File: src/rtl/adcpp_defs.vh
// register map, field positions, reset values and timing counts
// for the converter result and post-processing block
`ifndef ADCPP_DEFS_VH
`define ADCPP_DEFS_VH
`define ADCPP_A_STATUS   32'hffff0500
`define ADCPP_A_MODE     32'hffff0504
`define ADCPP_A_CONFIG   32'hffff0508
`define ADCPP_A_CTRL     32'hffff050c
`define ADCPP_A_CUR_RES  32'hffff0520
`define ADCPP_A_VLT_RES  32'hffff0524
`define ADCPP_A_TMP_RES  32'hffff0528
`define ADCPP_A_CUR_OFS  32'hffff0530
`define ADCPP_A_VLT_OFS  32'hffff0534
`define ADCPP_A_TMP_OFS  32'hffff0538
`define ADCPP_A_CUR_GN   32'hffff053c
`define ADCPP_A_VLT_GN   32'hffff0540
`define ADCPP_A_TMP_GN   32'hffff0544
`define ADCPP_A_RC_LIM   32'hffff0548
`define ADCPP_A_RC_VAL   32'hffff054c
`define ADCPP_A_THRESH   32'hffff0550
`define ADCPP_A_HIT_LIM  32'hffff0554
`define ADCPP_A_HIT_CNT  32'hffff0558
`define ADCPP_A_ACCUM    32'hffff055c
`define ADCPP_RST_RC_LIM  16'h0001
`define ADCPP_RST_HIT_LIM 8'h01
`define ADCPP_ST_CMP     3
`define ADCPP_MD_ON      7
`define ADCPP_MD_CH_LO   4
`define ADCPP_MD_CH_HI   6
`define ADCPP_MODE_IDLE  3'h3
`define ADCPP_MODE_OCAL  3'h4
`define ADCPP_MODE_GCAL  3'h5
`define ADCPP_CF_RCEN    0
`define ADCPP_CF_CMP_LO  3
`define ADCPP_CF_CMP_HI  4
`define ADCPP_CF_ACC_LO  5
`define ADCPP_CF_ACC_HI  6
`define ADCPP_CMP_OFF    2'h0
`define ADCPP_CMP_ANY    2'h1
`define ADCPP_CMP_CLR    2'h2
`define ADCPP_CMP_DEC    2'h3
`define ADCPP_ACC_ON     2'h2
`define ADCPP_CC_ON      15
`define ADCPP_CC_TWOS    14
`define ADCPP_CLK_MHZ    125
`define ADCPP_IDLE_NS    23000
`define ADCPP_IDLE_CYC   ((`ADCPP_IDLE_NS*`ADCPP_CLK_MHZ+999)/1000)
`endif

File: src/rtl/adcpp_regs.v
// result, calibration and post-processing registers on an apb slave
// assumes results and calibration words arrive as one-cycle strobes
// from converter logic on the same clock
// Summary of operation
// current result held; not overwritten while its ready flag set
// reading current result clears all three ready flags
// voltage result not updated while its ready flag set
// with current channel off, voltage read clears voltage/temp flags
// temperature result held while flag set; its read clears flag
// offset words load factory value, replaced by offset calibration
// gain words load factory value, replaced by gain calibration
// calibration writes only when enabled and idle 23us or more
// result-count limit, reset one, used only when counter enabled
// result counter counts current conversions, wraps to zero at the limit
// writes of control or mode register clear the result counter
// threshold compares magnitude, 16 bits unipolar, 15 bits signed
// hit counter up on reach, down or cleared below threshold
// threshold flag and event when hit count equals hit limit
// accumulator cleared when disabled or current channel reconfigured
// software checks current ready flag before reading accumulator
// comparator field: off, any-hit event, count-clear, count-decrement
// with result counting on, current event only at the limit
// accumulate adds positive results, subtracts negative magnitudes
// result with flag clear is stored and flag set same cycle
// writes to read-only registers are ignored
`timescale 1ns/1ps
`include "adcpp_defs.vh"
module adcpp_regs #(
  parameter [15:0] CUR_OFS_DEF = 16'h8000,
  parameter [15:0] VLT_OFS_DEF = 16'h8000,
  parameter [15:0] TMP_OFS_DEF = 16'h8000,
  parameter [15:0] CUR_GN_DEF  = 16'h5555,
  parameter [15:0] VLT_GN_DEF  = 16'h5555,
  parameter [15:0] TMP_GN_DEF  = 16'h5555
) (
  input  wire        i_ref_clk,
  input  wire        i_sys_rst,
  input  wire        psel,
  input  wire        penable,
  input  wire        pwrite,
  input  wire [31:0] paddr,
  input  wire [31:0] pwdata,
  output reg  [31:0] prdata,
  output reg         pready,
  output reg         pslverr,
  input  wire        i_cur_valid,
  input  wire [15:0] i_cur_data,
  input  wire        i_vlt_valid,
  input  wire [15:0] i_vlt_data,
  input  wire        i_tmp_valid,
  input  wire [15:0] i_tmp_data,
  input  wire        i_cal_valid,
  input  wire [1:0]  i_cal_chan,
  input  wire        i_cal_gain,
  input  wire [15:0] i_cal_data,
  output reg         o_cur_event,
  output reg         o_cmp_event,
  output reg         o_cal_start
);

  reg [15:0] cur_res_r;
  reg [15:0] vlt_res_r;
  reg [15:0] tmp_res_r;
  reg [2:0]  rdy_r;
  reg        cmp_flag_r;
  reg [15:0] ofs_r [0:2];
  reg [15:0] gn_r  [0:2];
  reg [15:0] mode_r;
  reg [15:0] cfg_r;
  reg [15:0] ctrl_r;
  reg [15:0] rc_lim_r;
  reg [15:0] rc_val_r;
  reg [15:0] thresh_r;
  reg [7:0]  hit_lim_r;
  reg [7:0]  hit_cnt_r;
  reg [31:0] acc_r;
  reg [11:0] idle_cnt_r;
  reg [31:0] rd_nxt;
  reg        hit_r;
  reg        err_nxt;
  reg [7:0]  hit_nxt;
  reg [15:0] rc_nxt;

  wire [1:0] cmp_mode = cfg_r[`ADCPP_CF_CMP_HI:`ADCPP_CF_CMP_LO];
  wire [1:0] acc_mode = cfg_r[`ADCPP_CF_ACC_HI:`ADCPP_CF_ACC_LO];
  wire       twos     = ctrl_r[`ADCPP_CC_TWOS];
  wire       cur_on   = ctrl_r[`ADCPP_CC_ON];
  wire       setup    = psel & ~penable & ~pready;
  wire       done     = psel & penable & pready;
  wire       wr       = done & pwrite;
  wire       rd       = done & ~pwrite;

  // magnitude of a current result in the selected coding
  function [15:0] mag;
    input [15:0] d;
    input        s;
    begin
      if (s && d[15])
        mag = (~d) + 16'h0001;
      else
        mag = d;
    end
  endfunction

  wire [15:0] cur_mag = mag(i_cur_data, twos);
  wire [15:0] th_cmp  = twos ? {1'b0, thresh_r[14:0]} : thresh_r;
  wire        reach   = cur_mag >= th_cmp;

  wire [31:0] acc_add = (twos && i_cur_data[15]) ?
                        {{16{1'b1}}, i_cur_data} :
                        {16'h0000, i_cur_data};

  wire wr_mode = wr && paddr == `ADCPP_A_MODE;
  wire wr_ctrl = wr && paddr == `ADCPP_A_CTRL;
  wire wr_cfg  = wr && paddr == `ADCPP_A_CONFIG;

  wire idle    = mode_r[`ADCPP_MD_ON] &&
                 mode_r[2:0] == `ADCPP_MODE_IDLE;
  // cal words are only writable after the converter has settled in idle
  wire cal_ok  = idle && idle_cnt_r >= `ADCPP_IDLE_CYC;

  // read-clear masks for the three ready flags
  wire rd_cur  = rd && paddr == `ADCPP_A_CUR_RES;
  wire rd_vlt  = rd && paddr == `ADCPP_A_VLT_RES;
  wire rd_tmp  = rd && paddr == `ADCPP_A_TMP_RES;
  wire [2:0] rdy_clr = rd_cur ? 3'h7 :
                       (rd_vlt && !cur_on) ? 3'h6 :
                       rd_tmp ? 3'h4 : 3'h0;

  // a flag cleared this cycle frees its register for a new result
  wire [2:0] rdy_free = ~rdy_r | rdy_clr;
  wire [2:0] rdy_set  = {i_tmp_valid, i_vlt_valid, i_cur_valid} &
                        rdy_free;

  always @*
  begin
    rd_nxt  = 32'h00000000;
    err_nxt = 1'b0;
    case (paddr)
      `ADCPP_A_STATUS:  rd_nxt = {28'h0000000, cmp_flag_r, rdy_r};
      `ADCPP_A_MODE:    rd_nxt = {16'h0000, mode_r};
      `ADCPP_A_CONFIG:  rd_nxt = {16'h0000, cfg_r};
      `ADCPP_A_CTRL:    rd_nxt = {16'h0000, ctrl_r};
      `ADCPP_A_CUR_RES: rd_nxt = {16'h0000, cur_res_r};
      `ADCPP_A_VLT_RES: rd_nxt = {16'h0000, vlt_res_r};
      `ADCPP_A_TMP_RES: rd_nxt = {16'h0000, tmp_res_r};
      `ADCPP_A_CUR_OFS: rd_nxt = {16'h0000, ofs_r[0]};
      `ADCPP_A_VLT_OFS: rd_nxt = {16'h0000, ofs_r[1]};
      `ADCPP_A_TMP_OFS: rd_nxt = {16'h0000, ofs_r[2]};
      `ADCPP_A_CUR_GN:  rd_nxt = {16'h0000, gn_r[0]};
      `ADCPP_A_VLT_GN:  rd_nxt = {16'h0000, gn_r[1]};
      `ADCPP_A_TMP_GN:  rd_nxt = {16'h0000, gn_r[2]};
      `ADCPP_A_RC_LIM:  rd_nxt = {16'h0000, rc_lim_r};
      `ADCPP_A_RC_VAL:  rd_nxt = {16'h0000, rc_val_r};
      `ADCPP_A_THRESH:  rd_nxt = {16'h0000, thresh_r};
      `ADCPP_A_HIT_LIM: rd_nxt = {24'h000000, hit_lim_r};
      `ADCPP_A_HIT_CNT: rd_nxt = {24'h000000, hit_cnt_r};
      `ADCPP_A_ACCUM:   rd_nxt = acc_r;
      default:          err_nxt = 1'b1;
    endcase
  end

  // next hit count; holds at the top rather than wrapping back to zero
  always @*
  begin
    hit_nxt = hit_cnt_r;
    case (cmp_mode)
      `ADCPP_CMP_CLR, `ADCPP_CMP_DEC:
      begin
        if (reach)
        begin
          if (hit_cnt_r != 8'hff)
            hit_nxt = hit_cnt_r + 8'h01;
        end
        else if (cmp_mode == `ADCPP_CMP_CLR)
          hit_nxt = 8'h00;
        else if (hit_cnt_r != 8'h00)
          hit_nxt = hit_cnt_r - 8'h01;
      end
      default:
        hit_nxt = hit_cnt_r;
    endcase
  end

  always @*
  begin
    rc_nxt = rc_val_r + 16'h0001;
    if (rc_nxt == rc_lim_r)
      rc_nxt = 16'h0000;
  end

  // apb: zero wait state, pready raised in the cycle after setup
  always @(posedge i_ref_clk or posedge i_sys_rst)
  begin
    if (i_sys_rst)
    begin
      prdata  <= 32'h00000000;
      pready  <= 1'b0;
      pslverr <= 1'b0;
    end
    else
    begin
      pready <= setup;
      if (setup)
      begin
        prdata  <= pwrite ? 32'h00000000 : rd_nxt;
        pslverr <= err_nxt;
      end
      else if (done)
      begin
        prdata  <= 32'h00000000;
        pslverr <= 1'b0;
      end
    end
  end

  // results and ready flags; a new result wins over a read-clear
  always @(posedge i_ref_clk or posedge i_sys_rst)
  begin
    if (i_sys_rst)
    begin
      cur_res_r <= 16'h0000;
      vlt_res_r <= 16'h0000;
      tmp_res_r <= 16'h0000;
      rdy_r     <= 3'h0;
    end
    else
    begin
      if (rdy_set[0])
        cur_res_r <= i_cur_data;
      if (rdy_set[1])
        vlt_res_r <= i_vlt_data;
      if (rdy_set[2])
        tmp_res_r <= i_tmp_data;
      rdy_r <= (rdy_r & ~rdy_clr) | rdy_set;
    end
  end

  // control registers written by software
  always @(posedge i_ref_clk or posedge i_sys_rst)
  begin
    if (i_sys_rst)
    begin
      mode_r    <= 16'h0000;
      cfg_r     <= 16'h0000;
      ctrl_r    <= 16'h0000;
      rc_lim_r  <= `ADCPP_RST_RC_LIM;
      thresh_r  <= 16'h0000;
      hit_lim_r <= `ADCPP_RST_HIT_LIM;
    end
    else if (wr)
    begin
      case (paddr)
        `ADCPP_A_MODE:    mode_r    <= pwdata[15:0];
        `ADCPP_A_CONFIG:  cfg_r     <= pwdata[15:0];
        `ADCPP_A_CTRL:    ctrl_r    <= pwdata[15:0];
        `ADCPP_A_RC_LIM:  rc_lim_r  <= pwdata[15:0];
        `ADCPP_A_THRESH:  thresh_r  <= pwdata[15:0];
        `ADCPP_A_HIT_LIM: hit_lim_r <= pwdata[7:0];
        default:          thresh_r  <= thresh_r;
      endcase
    end
  end

  // idle time counter, saturates once writes are allowed
  always @(posedge i_ref_clk or posedge i_sys_rst)
  begin
    if (i_sys_rst)
      idle_cnt_r <= 12'h000;
    else if (!idle || wr_mode)
      idle_cnt_r <= 12'h000;
    else if (idle_cnt_r < `ADCPP_IDLE_CYC)
      idle_cnt_r <= idle_cnt_r + 12'h001;
  end

  // calibration words: factory value at reset, then calibration or
  // software; a calibration result wins over a same-cycle write
  integer k;
  always @(posedge i_ref_clk or posedge i_sys_rst)
  begin
    if (i_sys_rst)
    begin
      ofs_r[0] <= CUR_OFS_DEF;
      ofs_r[1] <= VLT_OFS_DEF;
      ofs_r[2] <= TMP_OFS_DEF;
      gn_r[0]  <= CUR_GN_DEF;
      gn_r[1]  <= VLT_GN_DEF;
      gn_r[2]  <= TMP_GN_DEF;
    end
    else
    begin
      for (k = 0; k < 3; k = k + 1)
      begin
        if (i_cal_valid && i_cal_chan == k[1:0])
        begin
          if (i_cal_gain)
            gn_r[k] <= i_cal_data;
          else
            ofs_r[k] <= i_cal_data;
        end
        else if (wr && cal_ok)
        begin
          if (paddr == `ADCPP_A_CUR_OFS + 4 * k)
            ofs_r[k] <= pwdata[15:0];
          if (paddr == `ADCPP_A_CUR_GN + 4 * k)
            gn_r[k] <= pwdata[15:0];
        end
      end
    end
  end

  // calibration request toward the converter on a cal mode write
  always @(posedge i_ref_clk or posedge i_sys_rst)
  begin
    if (i_sys_rst)
      o_cal_start <= 1'b0;
    else
      o_cal_start <= wr_mode && pwdata[`ADCPP_MD_ON] &&
                     (pwdata[2:0] == `ADCPP_MODE_OCAL ||
                      pwdata[2:0] == `ADCPP_MODE_GCAL) &&
                     pwdata[`ADCPP_MD_CH_HI:`ADCPP_MD_CH_LO] != 3'h0;
  end

  // result counter and current-channel event
  always @(posedge i_ref_clk or posedge i_sys_rst)
  begin
    if (i_sys_rst)
    begin
      rc_val_r    <= 16'h0000;
      o_cur_event <= 1'b0;
    end
    else
    begin
      o_cur_event <= 1'b0;
      // reconfiguration wins over a same-cycle conversion
      if (wr_mode || wr_ctrl)
        rc_val_r <= 16'h0000;
      else if (i_cur_valid && cfg_r[`ADCPP_CF_RCEN])
      begin
        rc_val_r    <= rc_nxt;
        o_cur_event <= rc_nxt == 16'h0000;
      end
      else if (i_cur_valid)
        o_cur_event <= 1'b1;
    end
  end

  // comparator, hit counter and threshold flag
  always @(posedge i_ref_clk or posedge i_sys_rst)
  begin
    if (i_sys_rst)
    begin
      hit_cnt_r   <= 8'h00;
      cmp_flag_r  <= 1'b0;
      o_cmp_event <= 1'b0;
      hit_r       <= 1'b0;
    end
    else
    begin
      o_cmp_event <= 1'b0;
      hit_r       <= 1'b0;
      if (i_cur_valid)
      begin
        hit_cnt_r <= hit_nxt;
        if (cmp_mode == `ADCPP_CMP_ANY && reach)
          hit_r <= 1'b1;
        else if (cmp_mode[1] && hit_nxt == hit_lim_r)
          hit_r <= 1'b1;
      end
      // status read clears the flag, but a new hit wins
      if (hit_r)
      begin
        cmp_flag_r  <= 1'b1;
        o_cmp_event <= 1'b1;
      end
      else if (rd && paddr == `ADCPP_A_STATUS)
        cmp_flag_r <= 1'b0;
    end
  end

  // accumulator; totals wrap in two's complement on overflow
  always @(posedge i_ref_clk or posedge i_sys_rst)
  begin
    if (i_sys_rst)
      acc_r <= 32'h00000000;
    else if (acc_mode != `ADCPP_ACC_ON || wr_ctrl)
      acc_r <= 32'h00000000;
    else if (i_cur_valid)
      acc_r <= acc_r + acc_add;
  end

endmodule // adcpp_regs

File: config.mk
export PLATFORM = sky130hd
export DESIGN_NAME = adcpp_regs
export DESIGN_NICKNAME = d
export VERILOG_FILES = /design/src/rtl/adcpp_regs.v
export VERILOG_INCLUDE_DIRS = /design/src /design/src/rtl
export SDC_FILE = /design/constraint.sdc
export NUM_CORES = 1
export LEC_CHECK = 0
export BUFFER_PORTS_ARGS = -buffer_cell sky130_fd_sc_hd__buf_2
export CAP_MARGIN = 15
export CORE_MARGIN = 1.5
export CORE_UTILIZATION = 54
export DETAILED_ROUTE_END_ITERATION = 10
export GPL_TIMING_DRIVEN = 1
export MAX_ROUTING_LAYER = met4
export PLACE_DENSITY = 0.87
export SLEW_MARGIN = 20
export SYNTH_ARGS = -nofsm -noshare
export SYNTH_HDL_FRONTEND = slang
export SYNTH_SLANG_ARGS = --single-unit
File: constraint.sdc
create_clock -name i_ref_clk -period 11.5 [get_ports i_ref_clk]
set_input_delay 1.725 -clock i_ref_clk [delete_from_list [all_inputs] [get_ports i_ref_clk]]
set_output_delay 1.725 -clock i_ref_clk [all_outputs]
set_load 0.05 [all_outputs]
# Word-level counts from Yosys, hierarchy flattened
# Index checks and enable logic that the tools add are counted.
[classes]
n_addsub = 6
n_lt_le_gt_ge = 3
eq_ne = 37
muxes = 54
bitwise_logic = 16
n_reduce_logical = 58
[ops]
columns = ["operator", "n"]
rows = [
  ["$eq 32x32->1 const B", 19],
  ["$pmux 32 s19", 1],
  ["$mux 16", 25],
  ["$mux 32", 6],
  ["$mux 8", 5],
  ["$add 16x1->16 const B", 2],
  ["$add 32x32->32", 1],
  ["$reduce_bool 2->1", 14],
  ["$mux 12", 2],
  ["$logic_and 1x1->1", 20],
  ["$reduce_or 19->1", 1],
  ["$reduce_and 3->1", 6],
  ["$eq 16x16->1", 1],
  ["$ge 16x16->1", 1],
  ["$logic_not 16->1", 1],
  ["$not 16->16", 1],
  ["$ne 2x2->1 const B", 7],
  ["$add 12x1->12 const B", 1],
  ["$ge 12x12->1 const B", 1],
  ["$lt 12x12->1 const B", 1],
  ["$mux 1", 12],
  ["$reduce_and 2->1", 6],
  ["$mux 3", 3],
  ["$add 8x1->8 const B", 1],
  ["18 further kinds", 36],
]
[totals]
regBits = 342
in_bits = 140
output_inout_bits = 37
elab_cells = 202

# Longest topological paths before layout
# Gate-level depths: netlist (run 1).
[logic_depth]
word_depth = 11
mapped_depth = 18
mapped_depth_nobuf = 16

# Least setup slack after synthesis (run 1)
# Ideal clock, no wire load.
[synth_timing]
kind = "input to register"
start = "in i_cur_data[6]"
end = "reg hit_r"
setup_ps = 92
arrival_time_ps = 4784
required_ps = 11408
setup_slack_ps = 6624
path_stages = 15
path_buffers = 1
path_cell_list = "or3_1 -> nor3_1 -> a21oi_1 -> xor2_1 -> ha_1 -> a21oi_1 -> nor2_1 -> a211oi_1 -> o21a_1 -> buf_6 -> nand2_1 -> o21ai_1 -> mux2_1 -> a211o_1 -> o31ai_2"
[synth_via]
elab_chain_len = 11
word_cells_on_any_way = 12
classes_between = "1 x add/sub; 1 x order compare; 1 x eq/ne; 6 x mux; 1 x bitwise; 2 x reduce/logical"
[synth_lines]
columns = ["item", "line", "source"]
rows = [
  ["start, declared", "adcpp_regs.v:47", "input wire [15:0] i_cur_data,"],
  ["$not 16->16", "adcpp_regs.v:99", "mag = (~d) + 16'h0001;"],
  ["$add 16x1->16", "adcpp_regs.v:99", ""],
  ["$mux 16 *", "adcpp_regs.v:98", "if (s && d[15])"],
  ["$ge 16x16->1 *", "adcpp_regs.v:107", "wire reach = cur_mag >= th_cmp;"],
  ["$mux 8", "adcpp_regs.v:170", "if (reach)"],
  ["$mux 8", "adcpp_regs.v:167", "case (cmp_mode)"],
  ["$eq 8x8->1", "adcpp_regs.v:367", "else if (cmp_mode[1] && hit_nxt == hit_lim_r)"],
  ["$logic_and 1x1->1", "adcpp_regs.v:367", ""],
  ["$mux 1", "adcpp_regs.v:367", ""],
  ["$mux 1 *", "adcpp_regs.v:365", "if (cmp_mode == `ADCPP_CMP_ANY && reach)"],
  ["$mux 1 *", "adcpp_regs.v:362", "if (i_cur_valid)"],
  ["end signal, assigned", "adcpp_regs.v:361", "hit_r <= 1'b0;"],
  ["end signal, assigned", "adcpp_regs.v:366", "hit_r <= 1'b1;"],
  ["end signal, assigned", "adcpp_regs.v:368", "hit_r <= 1'b1;"],
  ["end, declared", "adcpp_regs.v:79", "reg hit_r;"],
]
# Every way passes the cells marked *; elsewhere a longest branch is shown, timed or not.
# A chain may end at the register's enable or synchronous reset.

# Final worst setup path (run 1)
[layout_timing]
start = "in i_cur_data[0]"
end = "reg hit_r"
# Same word-level chain as after synthesis.

==> results.sh, run 1 <==
export IMPL_hold_class="reg2reg"
export IMPL_drv_cap=0
export IMPL_crit_required_ns=11.92
export IMPL_firstDrtPassIters=6
export IMPL_nFillCells=2717
export IMPL_ys_warn_count=0
export IMPL_crit_family="compound AO/OA/AOI/OAI gates"
export IMPL_ys_async_sr_fraction_pct=100
export IMPL_ys_seq_elements=342
export IMPL_synth_edf_count=0
export IMPL_netlist_instances=1869
export IMPL_synth_top_area_share_pct=41.7
export IMPL_grt_max_degree=116
export IMPL_rsz0062_at_grt="no"
export IMPL_start_util_pct=54.7
export IMPL_fin_area_mm2=0.0212
export IMPL_pin_count=177
export IMPL_first_global_vias=16200
export IMPL_num_rows=68
export IMPL_drive_gt1_share_pct=20.6
export IMPL_drt_total_wl_mm=59.9
export IMPL_path_cells="buf_2, inv_1, ha_1, nand2_1, nor4_1, a21oi_1, xor2_1, ha_1, a21oi_1, nor2_1, a211oi_1, o21a_1, nand2_1, o21ai_1, mux2_1, a211o_1, o31ai_2"
export IMPL_period_share_pct=50.1
export IMPL_final_nets=2168
export IMPL_track_usage_pct=34.2
export IMPL_synth_area_top_cells="dfrtp_1, mux2_2, mux2i_1, dfstp_2, a21oi_1"
export IMPL_critical_path_slowest_cell="o21a_1"
export IMPL_clock_sinks=342
export IMPL_crit_path_start_kind="input port"
export IMPL_cts_setup_buffers=0
export IMPL_hpwl_mm=40.9
export IMPL_fin_ws_ns=5.73
export IMPL_place_area_mm2=0.0199
export IMPL_ant_nets=0
export IMPL_setup_worst_path_class="in2reg"
export IMPL_slew_headroom_pct=17.2
export IMPL_slew_violations=0
export IMPL_syn_area_per_cell_um2=10.1
export IMPL_dr_total_vias=16400
export IMPL_register_area_mm2=0.00859
export IMPL_place_congestion=0.994
export IMPL_dieWidth_um=190
export IMPL_routedWlPerCell_um=24.3
export IMPL_whs_path_depth=0
export IMPL_tightest_slew_ns=1.24
export IMPL_fmax_ghz=0.173
export IMPL_fin_skew_ns=0.0331
export IMPL_ir_worst_vdd_v=0.000120
export IMPL_drt_iter0_drc=2014
export IMPL_seq_area_frac_synth_pct=45.8
export IMPL_overflow=0
export IMPL_setup_violations_final=0
export IMPL_dieArea_mm2=0.0359
export IMPL_numCtsBuffers=38
export IMPL_synth_area_mm2=0.0188
export IMPL_min_period_ns=5.77
export IMPL_worst_r2r_cell_count=13
export IMPL_crit_arrival_ns=6.18
export IMPL_cp_buffers_inverters=2
export IMPL_cts_htree_levels=2
export IMPL_pre_cts_ws_ns=5.35
export IMPL_grt_pass1_wl_mm=91.7
export IMPL_grt_antenna_before_repair=6
export IMPL_run_status="completed"
export IMPL_ctsLongestPathBuffers=3
export IMPL_worstPathMaxFanout=19
export IMPL_die_y_um=190
export IMPL_yosysTopAreaCell="dfrtp_1"
export IMPL_cts_hold_buf=0
export IMPL_synthToLayoutAreaGrowth_pct=12.9
export IMPL_cts_root_buffer="clkbuf_16"
export IMPL_core_area_mm2=0.0344
export IMPL_max_stage_delay_ns=0.75
export IMPL_insertion_delay_ns=0.54
export IMPL_p_leak_nw=9.80
export IMPL_p_per_area_mw_per_mm2=141
export IMPL_drc_errors=0
export IMPL_postLayoutCoreUtil_pct=61.7
export IMPL_fin_setup_tns_ns=0
export IMPL_vias_per_cell=6.66
export IMPL_synth_net_count=2063
export IMPL_port_buffers=160
export IMPL_ys_flop_type="dfrtp_1"
export IMPL_critical_path_depth=17
export IMPL_yosysUniqueCellTypes=83
export IMPL_cts_tree="yes"
export IMPL_setup_worst_path_end_class="flip-flop"
export IMPL_cts_resized=0
export IMPL_multi_input_area_mm2=0.00961
export IMPL_hold_viol=0
export IMPL_path_clk_slew_ns=0.06
==> layout by cell type (no fill, tap or decap), drive strengths merged, types with 53 or more instances in the layout <==
cell	Yosys	routed
dfrtp	313	313
a21oi	145	145
clkbuf	81	55
buf	43	189
nor2	188	188
o21ai	85	85
mux2	121	121
ha	53	53
mux2i	78	78
a22oi	62	62
nand2	123	123
==> final timing paths <==
kind                                from  slack (ns)            end
setup / recovery           i_cur_data[0]        5.73          hit_r
setup reg to reg              ctrl_r[14]        6.67          hit_r
max in group asynchronous      i_sys_rst        8.06  idle_cnt_r[5]
min in group asynchronous      i_sys_rst        1.32   tmp_res_r[4]
hold / removal                     hit_r        0.42    o_cmp_event
hold reg to reg                    hit_r        0.42    o_cmp_event
==> stage by stage <==
stage               power, W  hold WS [ns]  cells
CTS                  0.00297         0.415   2455
finish               0.00298         0.425   2463
global placement     0.00174         0.397   2388
global route         0.00308         0.439   2462
detailed placement   0.00177         0.407   2388
floorplan            0.00164         0.355   1869
==> state kept, by name (all words and copies together), names as in the netlist, 3 cells and up <==
signal,cells
gn_r,48
rc_lim_r,16
hit_lim_r,8
vlt_res_r,16
hit_cnt_r,8
rc_val_r,16
idle_cnt_r,12
acc_r,32
thresh_r,16
cur_res_r,16
rdy_r,3
ofs_r,48
tmp_res_r,16
mode_r,16
prdata,32
ctrl_r,16
cfg_r,16
==> cell usage after synthesis, drive strengths merged, types with 33 or more instances <==
master  count
clkbuf     81
inv        39
xnor2      49
nand2     123
nor2      188
mux2i      78
dfrtp     313
a22oi      62
mux2      121
a21oi     145
a221oi     36
ha         53
xor2       37
nand4      33
o21ai      85
a22o       47
nand3      44
buf        43
==> per-layer routing <==
metal  up-vias  GRT usage, %  share of wire, %
li1       7035             -                 -
met1      8043          42.6                38
met2      1068          52.2                45
met3       246          8.51                11
met4         0          16.8               5.5
met5         -             -                 0
==> worst reg2reg max path, stage by stage (launching register included) <==
cell       delay [ns]
dfrtp_1          0.41
nand2_1          0.29
inv_2            0.45
o31ai_1          0.18
xnor2_1          0.16
ha_1             0.22
a2111oi_0        0.64
o211a_1          0.30
o21a_1           0.69
nand2_1          0.23
o21ai_1          0.24
mux2_1           0.36
a211o_1          0.32
o31ai_2          0.25
==> area by class of cell <==
cell class	instances	share of cell area [%]
multi-input combinational	1364	45.3
sequential	342	40.5
clock buffer	55	5.17
timing repair buffer	189	4.86
tap	455	2.68
inverter	39	0.726
clock inverter	12	0.625
antenna	7	0.0826
==> power by group <==
group | total [W] | switching [W] | internal (W) | leakage [nW]
logic | 0.000327 | 0.000195 | 0.000132 | 4.92
registers | 0.00143 | 0.000109 | 0.00132 | 4.29
clock network | 0.00122 | 0.000510 | 0.000711 | 0.594
total | 0.00298 | 0.000814 | 0.00217 | 9.80
==> cells by family after synthesis <==
logic type / after synthesis / synth area share, %
buffers and inverters: 163 / 3.59
DFF: 342 / 45.8
adders and majority gates: 54 / 3.64
xor gates and xnor gates: 91 / 4.62
AOI/OAI and AO/OA: 486 / 17.2
muxes: 199 / 11.4
and+or+nand+nor: 534 / 13.7
Note: power is estimated with default switching activity, not from simulation.
==> run 2, diff against run 1 <==
==> constraint.sdc (replaced) <==
create_clock -name i_ref_clk -period 5.14 [get_ports i_ref_clk]
set_input_delay 0.771 -clock i_ref_clk [delete_from_list [all_inputs] [get_ports i_ref_clk]]
set_output_delay 0.771 -clock i_ref_clk [all_outputs]
set_load 0.05 [all_outputs]
==> results.sh, run 2 (synthesis results as in run 1) <==
export IMPL_setup_worst_path_class="in2reg"
export IMPL_place_congestion=0.976
export IMPL_cts_hold_buf=0
export IMPL_crit_path_start_kind="input port"
export IMPL_postLayoutCoreUtil_pct=62.0
export IMPL_grt_max_degree=141
export IMPL_firstDrtPassIters=8
export IMPL_drv_cap=0
export IMPL_cp_buffers_inverters=3
export IMPL_fin_area_mm2=0.0213
export IMPL_min_period_ns=4.31
export IMPL_dieWidth_um=190
export IMPL_cts_root_buffer="clkbuf_16"
export IMPL_worstPathMaxFanout=9
export IMPL_cts_setup_buffers=0
export IMPL_crit_required_ns=5.58
export IMPL_setup_worst_path_end_class="flip-flop"
export IMPL_p_leak_nw=9.91
export IMPL_p_per_area_mw_per_mm2=309
export IMPL_drive_gt1_share_pct=21.3
export IMPL_hold_class="in2async"
export IMPL_overflow=0
export IMPL_cts_htree_levels=2
export IMPL_numCtsBuffers=38
export IMPL_crit_family="compound AO/OA/AOI/OAI gates"
export IMPL_pin_count=177
export IMPL_ant_nets=0
export IMPL_dieArea_mm2=0.0359
export IMPL_num_rows=68
export IMPL_max_stage_delay_ns=0.54
export IMPL_clock_sinks=342
export IMPL_drt_iter0_drc=2085
export IMPL_cts_tree="yes"
export IMPL_fin_skew_ns=0.0368
export IMPL_slew_headroom_pct=35.8
export IMPL_port_buffers=160
export IMPL_vias_per_cell=6.55
export IMPL_hold_viol=0
export IMPL_fin_setup_tns_ns=0
export IMPL_place_inst=2410
export IMPL_fmax_ghz=0.232
export IMPL_final_nets=2189
export IMPL_path_clk_slew_ns=0.07
export IMPL_critical_path_slowest_cell="nor4_1"
export IMPL_die_y_um=190
export IMPL_reg_largest_list="gn_r: 48 flops, ofs_r: 48 flops"
export IMPL_insertion_delay_ns=0.55
export IMPL_drc_errors=0
export IMPL_core_area_mm2=0.0344
export IMPL_ctsLongestPathBuffers=3
export IMPL_period_share_pct=83.9
export IMPL_drt_total_wl_mm=59.1
export IMPL_slew_violations=0
export IMPL_hpwl_mm=41.4
export IMPL_start_util_pct=54.7
export IMPL_final_cells=2485
export IMPL_grt_antenna_before_repair=6
export IMPL_final_common_cell="dfrtp_1"
export IMPL_routedWlPerCell_um=23.8
export IMPL_run_status="completed"
export IMPL_path_cells="buf_2, inv_1, ha_1, nand2_1, nor4_1, a21oi_1, xor2_1, ha_1, nand2_1, nor2_1, a211oi_1, o21a_1, buf_4, mux2_2, xor2_1, o211ai_1, a211o_1, o31ai_2"
export IMPL_ir_worst_vdd_v=0.000222
export IMPL_place_area_mm2=0.0201
export IMPL_final_cell_mix="dfrtp_1, nor2_1, buf_2"
export IMPL_grt_pass1_wl_mm=91.2
export IMPL_tightest_slew_ns=0.962
export IMPL_crit_arrival_ns=4.75
export IMPL_rsz0062_at_grt="no"
export IMPL_whs_ns=0.341
export IMPL_nFillCells=2699
export IMPL_dr_total_vias=16300
export IMPL_first_global_vias=16300
export IMPL_synthToLayoutAreaGrowth_pct=13.5
export IMPL_cts_resized=0
export IMPL_track_usage_pct=33.9
export IMPL_setup_violations_final=0
[run 2: cell count changes in the layout (fill, tap and decap cells not counted), moves of 2 or more]
cell,before,now
inv_6,3,1
o22ai_4,6,0
clkbuf_1,10,15
buf_12,0,4
buf_4,27,46
clkinv_2,3,5
o22ai_2,0,6
[run 2: path summary, 6_finish.rpt]
path	startpoint	slack, ns	cells past startpoint	end
worst max-delay path	i_cur_data[0]	0.83	18	hit_r
worst min register to register	hit_r	0.45	0	o_cmp_event
worst min-delay path	i_sys_rst	0.34	2	ofs_r[6]
worst max register to register	ctrl_r[14]	1.39	15	hit_r
max in group asynchronous	i_sys_rst	3.57	3	ofs_r[13]
min in group i_ref_clk	i_tmp_data[8]	0.44	2	tmp_res_r[8]
[run 2: final cells by class]
type                    instances  area (µm²)  share of cell area (%)
inverters                      39         150                   0.704
multi-input cells            1364        9570                    44.9
well taps                     455         569                    2.67
diodes                          6        15.0                  0.0704
clock inverters                10         110                   0.516
flip-flops and latches        342        8590                    40.3
repair buffers                210        1230                    5.75
clock buffers                  59        1090                    5.11
[run 2: report_power, final]
group          leakage (nW)  total, W  switching (W)  internal (W)
clock network         0.583   0.00265        0.00113       0.00152
logic                  5.04  0.000729       0.000429      0.000300
registers              4.29   0.00320       0.000237       0.00296
[run 2: per-layer routing]
layer / up-vias / GRT usage (%) / share of wire [%]
li1: 7073 / - / -
met1: 7922 / 42.4 / 38
met2: 1027 / 51.7 / 45
met3: 262 / 6.88 / 10
met4: 0 / 19.0 / 5.9
met5: - / - / 0
[run 2: through the flow]
step / setup slack (ns) / power [W]
2_1_floorplan: -0.182 / 0.00366
4_1_cts: 0.897 / 0.00657
5_1_grt: 0.605 / 0.00681
3_3_place_gp: 0.506 / 0.00391
3_5_place_dp: 0.455 / 0.00395
6_report: 0.826 / 0.00658
==> run 3, diff against run 2 <==
--- a/config.mk
+++ b/config.mk
@@ -6,14 +6,15 @@
 export SDC_FILE = /design/constraint.sdc
 export NUM_CORES = 1
 export LEC_CHECK = 0
+export ABC_AREA = 1
 export BUFFER_PORTS_ARGS = -buffer_cell sky130_fd_sc_hd__buf_2
 export CAP_MARGIN = 15
 export CORE_MARGIN = 1.5
-export CORE_UTILIZATION = 54
+export CORE_UTILIZATION = 60
 export DETAILED_ROUTE_END_ITERATION = 10
 export GPL_TIMING_DRIVEN = 1
 export MAX_ROUTING_LAYER = met4
-export PLACE_DENSITY = 0.87
+export PLACE_DENSITY = 0.9
 export SLEW_MARGIN = 20
 export SYNTH_ARGS = -nofsm -noshare
 export SYNTH_HDL_FRONTEND = slang
==> constraint.sdc (replaced) <==
create_clock -name i_ref_clk -period 4.2 [get_ports i_ref_clk]
set_input_delay 0.63 -clock i_ref_clk [delete_from_list [all_inputs] [get_ports i_ref_clk]]
set_output_delay 0.63 -clock i_ref_clk [all_outputs]
set_load 0.05 [all_outputs]
==> results.sh, run 3 <==
export IMPL_crit_arrival_ns=4.23
export IMPL_first_global_vias=19000
export IMPL_cts_htree_levels=2
export IMPL_insertion_delay_ns=0.55
export IMPL_place_inst=3229
export IMPL_firstDrtPassIters=8
export IMPL_cts_hold_buf=0
export IMPL_dr_total_vias=20100
export IMPL_port_buffers=160
export IMPL_vias_per_cell=6.08
export IMPL_switching_share_pct=26.2
export IMPL_critical_path_slowest_cell="nor3_1"
export IMPL_ys_warn_count=0
export IMPL_num_rows=66
export IMPL_ant_nets=0
export IMPL_dieWidth_um=185
export IMPL_fin_setup_tns_ns=0
export IMPL_setup_worst_path_end_class="flip-flop"
export IMPL_p_comb_share_pct=10.0
export IMPL_cts_setup_buffers=0
export IMPL_crit_path_start_kind="input port"
export IMPL_tightest_slew_ns=1.06
export IMPL_crit_family="simple AND/OR/NAND/NOR gates"
export IMPL_syn_area_per_cell_um2=7.44
export IMPL_cp_buffers_inverters=3
export IMPL_hpwl_mm=48.5
export IMPL_place_congestion=1.02
export IMPL_synth_top_area_share_pct=39.3
export IMPL_yosysUniqueCellTypes=58
export IMPL_fin_area_mm2=0.0226
export IMPL_overflow=0
export IMPL_ys_flop_type="dfrtp_1"
export IMPL_cts_resized=0
export IMPL_internal_power_w=0.00593
export IMPL_drv_cap=0
export IMPL_ys_async_sr_fraction_pct=100
export IMPL_setup_worst_path_class="in2reg"
export IMPL_start_util_pct=61.2
export IMPL_synthToLayoutAreaGrowth_pct=13.3
export IMPL_ys_seq_elements=342
export IMPL_hold_viol=0
export IMPL_power_frac_clock_pct=44.1
export IMPL_slew_violations=0
export IMPL_cpMostUsedCell="nand2_1"
export IMPL_synth_area_mm2=0.0200
export IMPL_hold_class="in2async"
export IMPL_p_leak_nw=11.1
export IMPL_rsz0062_at_grt="no"
export IMPL_max_stage_delay_ns=0.32
export IMPL_slew_headroom_pct=29.0
export IMPL_seqPwrFrac_pct=45.9
export IMPL_ctsLongestPathBuffers=3
export IMPL_drc_errors=0
export IMPL_drt_iter0_drc=2625
export IMPL_cts_tree="yes"
export IMPL_place_area_mm2=0.0213
export IMPL_synth_most_common_cell="nand2_1"
export IMPL_crit_required_ns=4.65
export IMPL_seq_area_frac_synth_pct=43.1
export IMPL_final_common_cell="nand2_1"
export IMPL_min_period_ns=3.78
export IMPL_yosysTopAreaCell="dfrtp_1"
export IMPL_reg_largest_list="gn_r: 48 flops, ofs_r: 48 flops"
export IMPL_period_share_pct=89.9
export IMPL_fin_skew_ns=0.0264
export IMPL_p_per_area_mw_per_mm2=355
export IMPL_pin_count=177
export IMPL_final_cell_mix="nand2_1, inv_1, o21ai_0"
export IMPL_core_area_mm2=0.0326
export IMPL_die_y_um=185
export IMPL_fmax_ghz=0.265
export IMPL_nFillCells=2631
export IMPL_numCtsBuffers=38
export IMPL_worstPathMaxFanout=9
export IMPL_final_cells=3300
export IMPL_synth_area_top_cells="dfrtp_1, nand2_1, o21ai_0, inv_1, nor2_1"
export IMPL_setup_violations_final=0
export IMPL_synth_edf_count=0
export IMPL_grt_antenna_before_repair=1
export IMPL_grt_pass1_wl_mm=103
export IMPL_run_status="completed"
export IMPL_synthTopCellsByCount="nand2_1, inv_1, o21ai_0, dfrtp_1, nor2_1"
export IMPL_final_nets=3021
export IMPL_power_switching_w=0.00210
export IMPL_drt_total_wl_mm=66.9
export IMPL_routedWlPerCell_um=20.3
export IMPL_cts_root_buffer="clkbuf_16"
export IMPL_track_usage_pct=40.4
export IMPL_dieArea_mm2=0.0344
export IMPL_path_clk_slew_ns=0.06
export IMPL_clock_sinks=342
export IMPL_grt_max_degree=93
export IMPL_netlist_instances=2681
export IMPL_ir_worst_vdd_v=0.000337
export IMPL_drive_gt1_share_pct=12.2
export IMPL_synth_net_count=2875
==> run 3: cell count changes in the layout (fill, tap and decap cells not counted), sizes merged, moves of 78 or more <==
cell	before	now
o22ai	8	111
nand3	44	145
mux2i	78	0
inv	39	372
mux2	121	9
o21ai	85	335
nand2	123	653
==> run 3: final timing paths <==
kind | start | endpoint | slack, ns | depth (start not counted)
max in group asynchronous | i_sys_rst | hit_lim_r[0] | 3.05 | 3
worst min register to register | hit_r | o_cmp_event | 0.41 | 0
min in group i_ref_clk | pwdata[1] | o_cal_start | 0.28 | 2
worst min-delay path | i_sys_rst | ofs_r[33] | 0.19 | 2
worst max register to register | ctrl_r[14] | hit_r | 1.06 | 19
worst max-delay path | i_cur_data[1] | hit_r | 0.42 | 26
==> run 3: per-stage QoR <==
stage / hold WS, ns / total power (W) / util (%) / worst slack (ns)
2_1_floorplan: 0.354 / 0.00422 / - / -0.981
3_3_place_gp: 0.391 / 0.00447 / 65.2 / 0.136
3_5_place_dp: 0.395 / 0.00452 / 65.2 / 0.0549
4_1_cts: 0.195 / 0.00803 / 69.3 / 0.580
5_1_grt: 0.232 / 0.00828 / 69.3 / 0.0371
6_report: 0.191 / 0.00803 / 69.3 / 0.424
==> run 3: per-layer routing <==
metal  part of all wire [%]  global-route usage [%]
met2                     46                    63.3
met3                    9.7                    7.00
met4                    6.1                    21.5
met5                      0                       -
met1                     38                    50.0
==> run 3: cell families after synthesis <==
logic type / after synthesis / synth area share, %
AOI/OAI and AO/OA: 616 / 17.1
xor gates and xnor gates: 48 / 2.39
adders and majority gates: 54 / 3.42
buffers and inverters: 477 / 9.34
DFF: 342 / 43.1
muxes: 9 / 0.508
and+or+nand+nor: 1135 / 24.1
==> run 3: layout make-up <==
cell class	count	area (µm²)	area share, %
Clock inverter	12	189	0.836
Tap cell	442	553	2.45
Antenna cell	3	7.51	0.0332
Timing Repair Buffer	206	1200	5.29
Inverter	377	1420	6.27
Clock buffer	56	1150	5.08
Sequential cell	342	8590	38.0
Multi-Input combinational cell	1862	9510	42.0
==> run 3: power groups by stage <==
stage	Sequential (W)	Combinational (W)	Clock (W)
after global placement	0.00372	0.000743	0
final	0.00369	0.000801	0.00354
after global routing	0.00371	0.000896	0.00368
after floorplan	0.00371	0.000509	0
after CTS	0.00368	0.000790	0.00356
after detailed placement	0.00374	0.000778	0
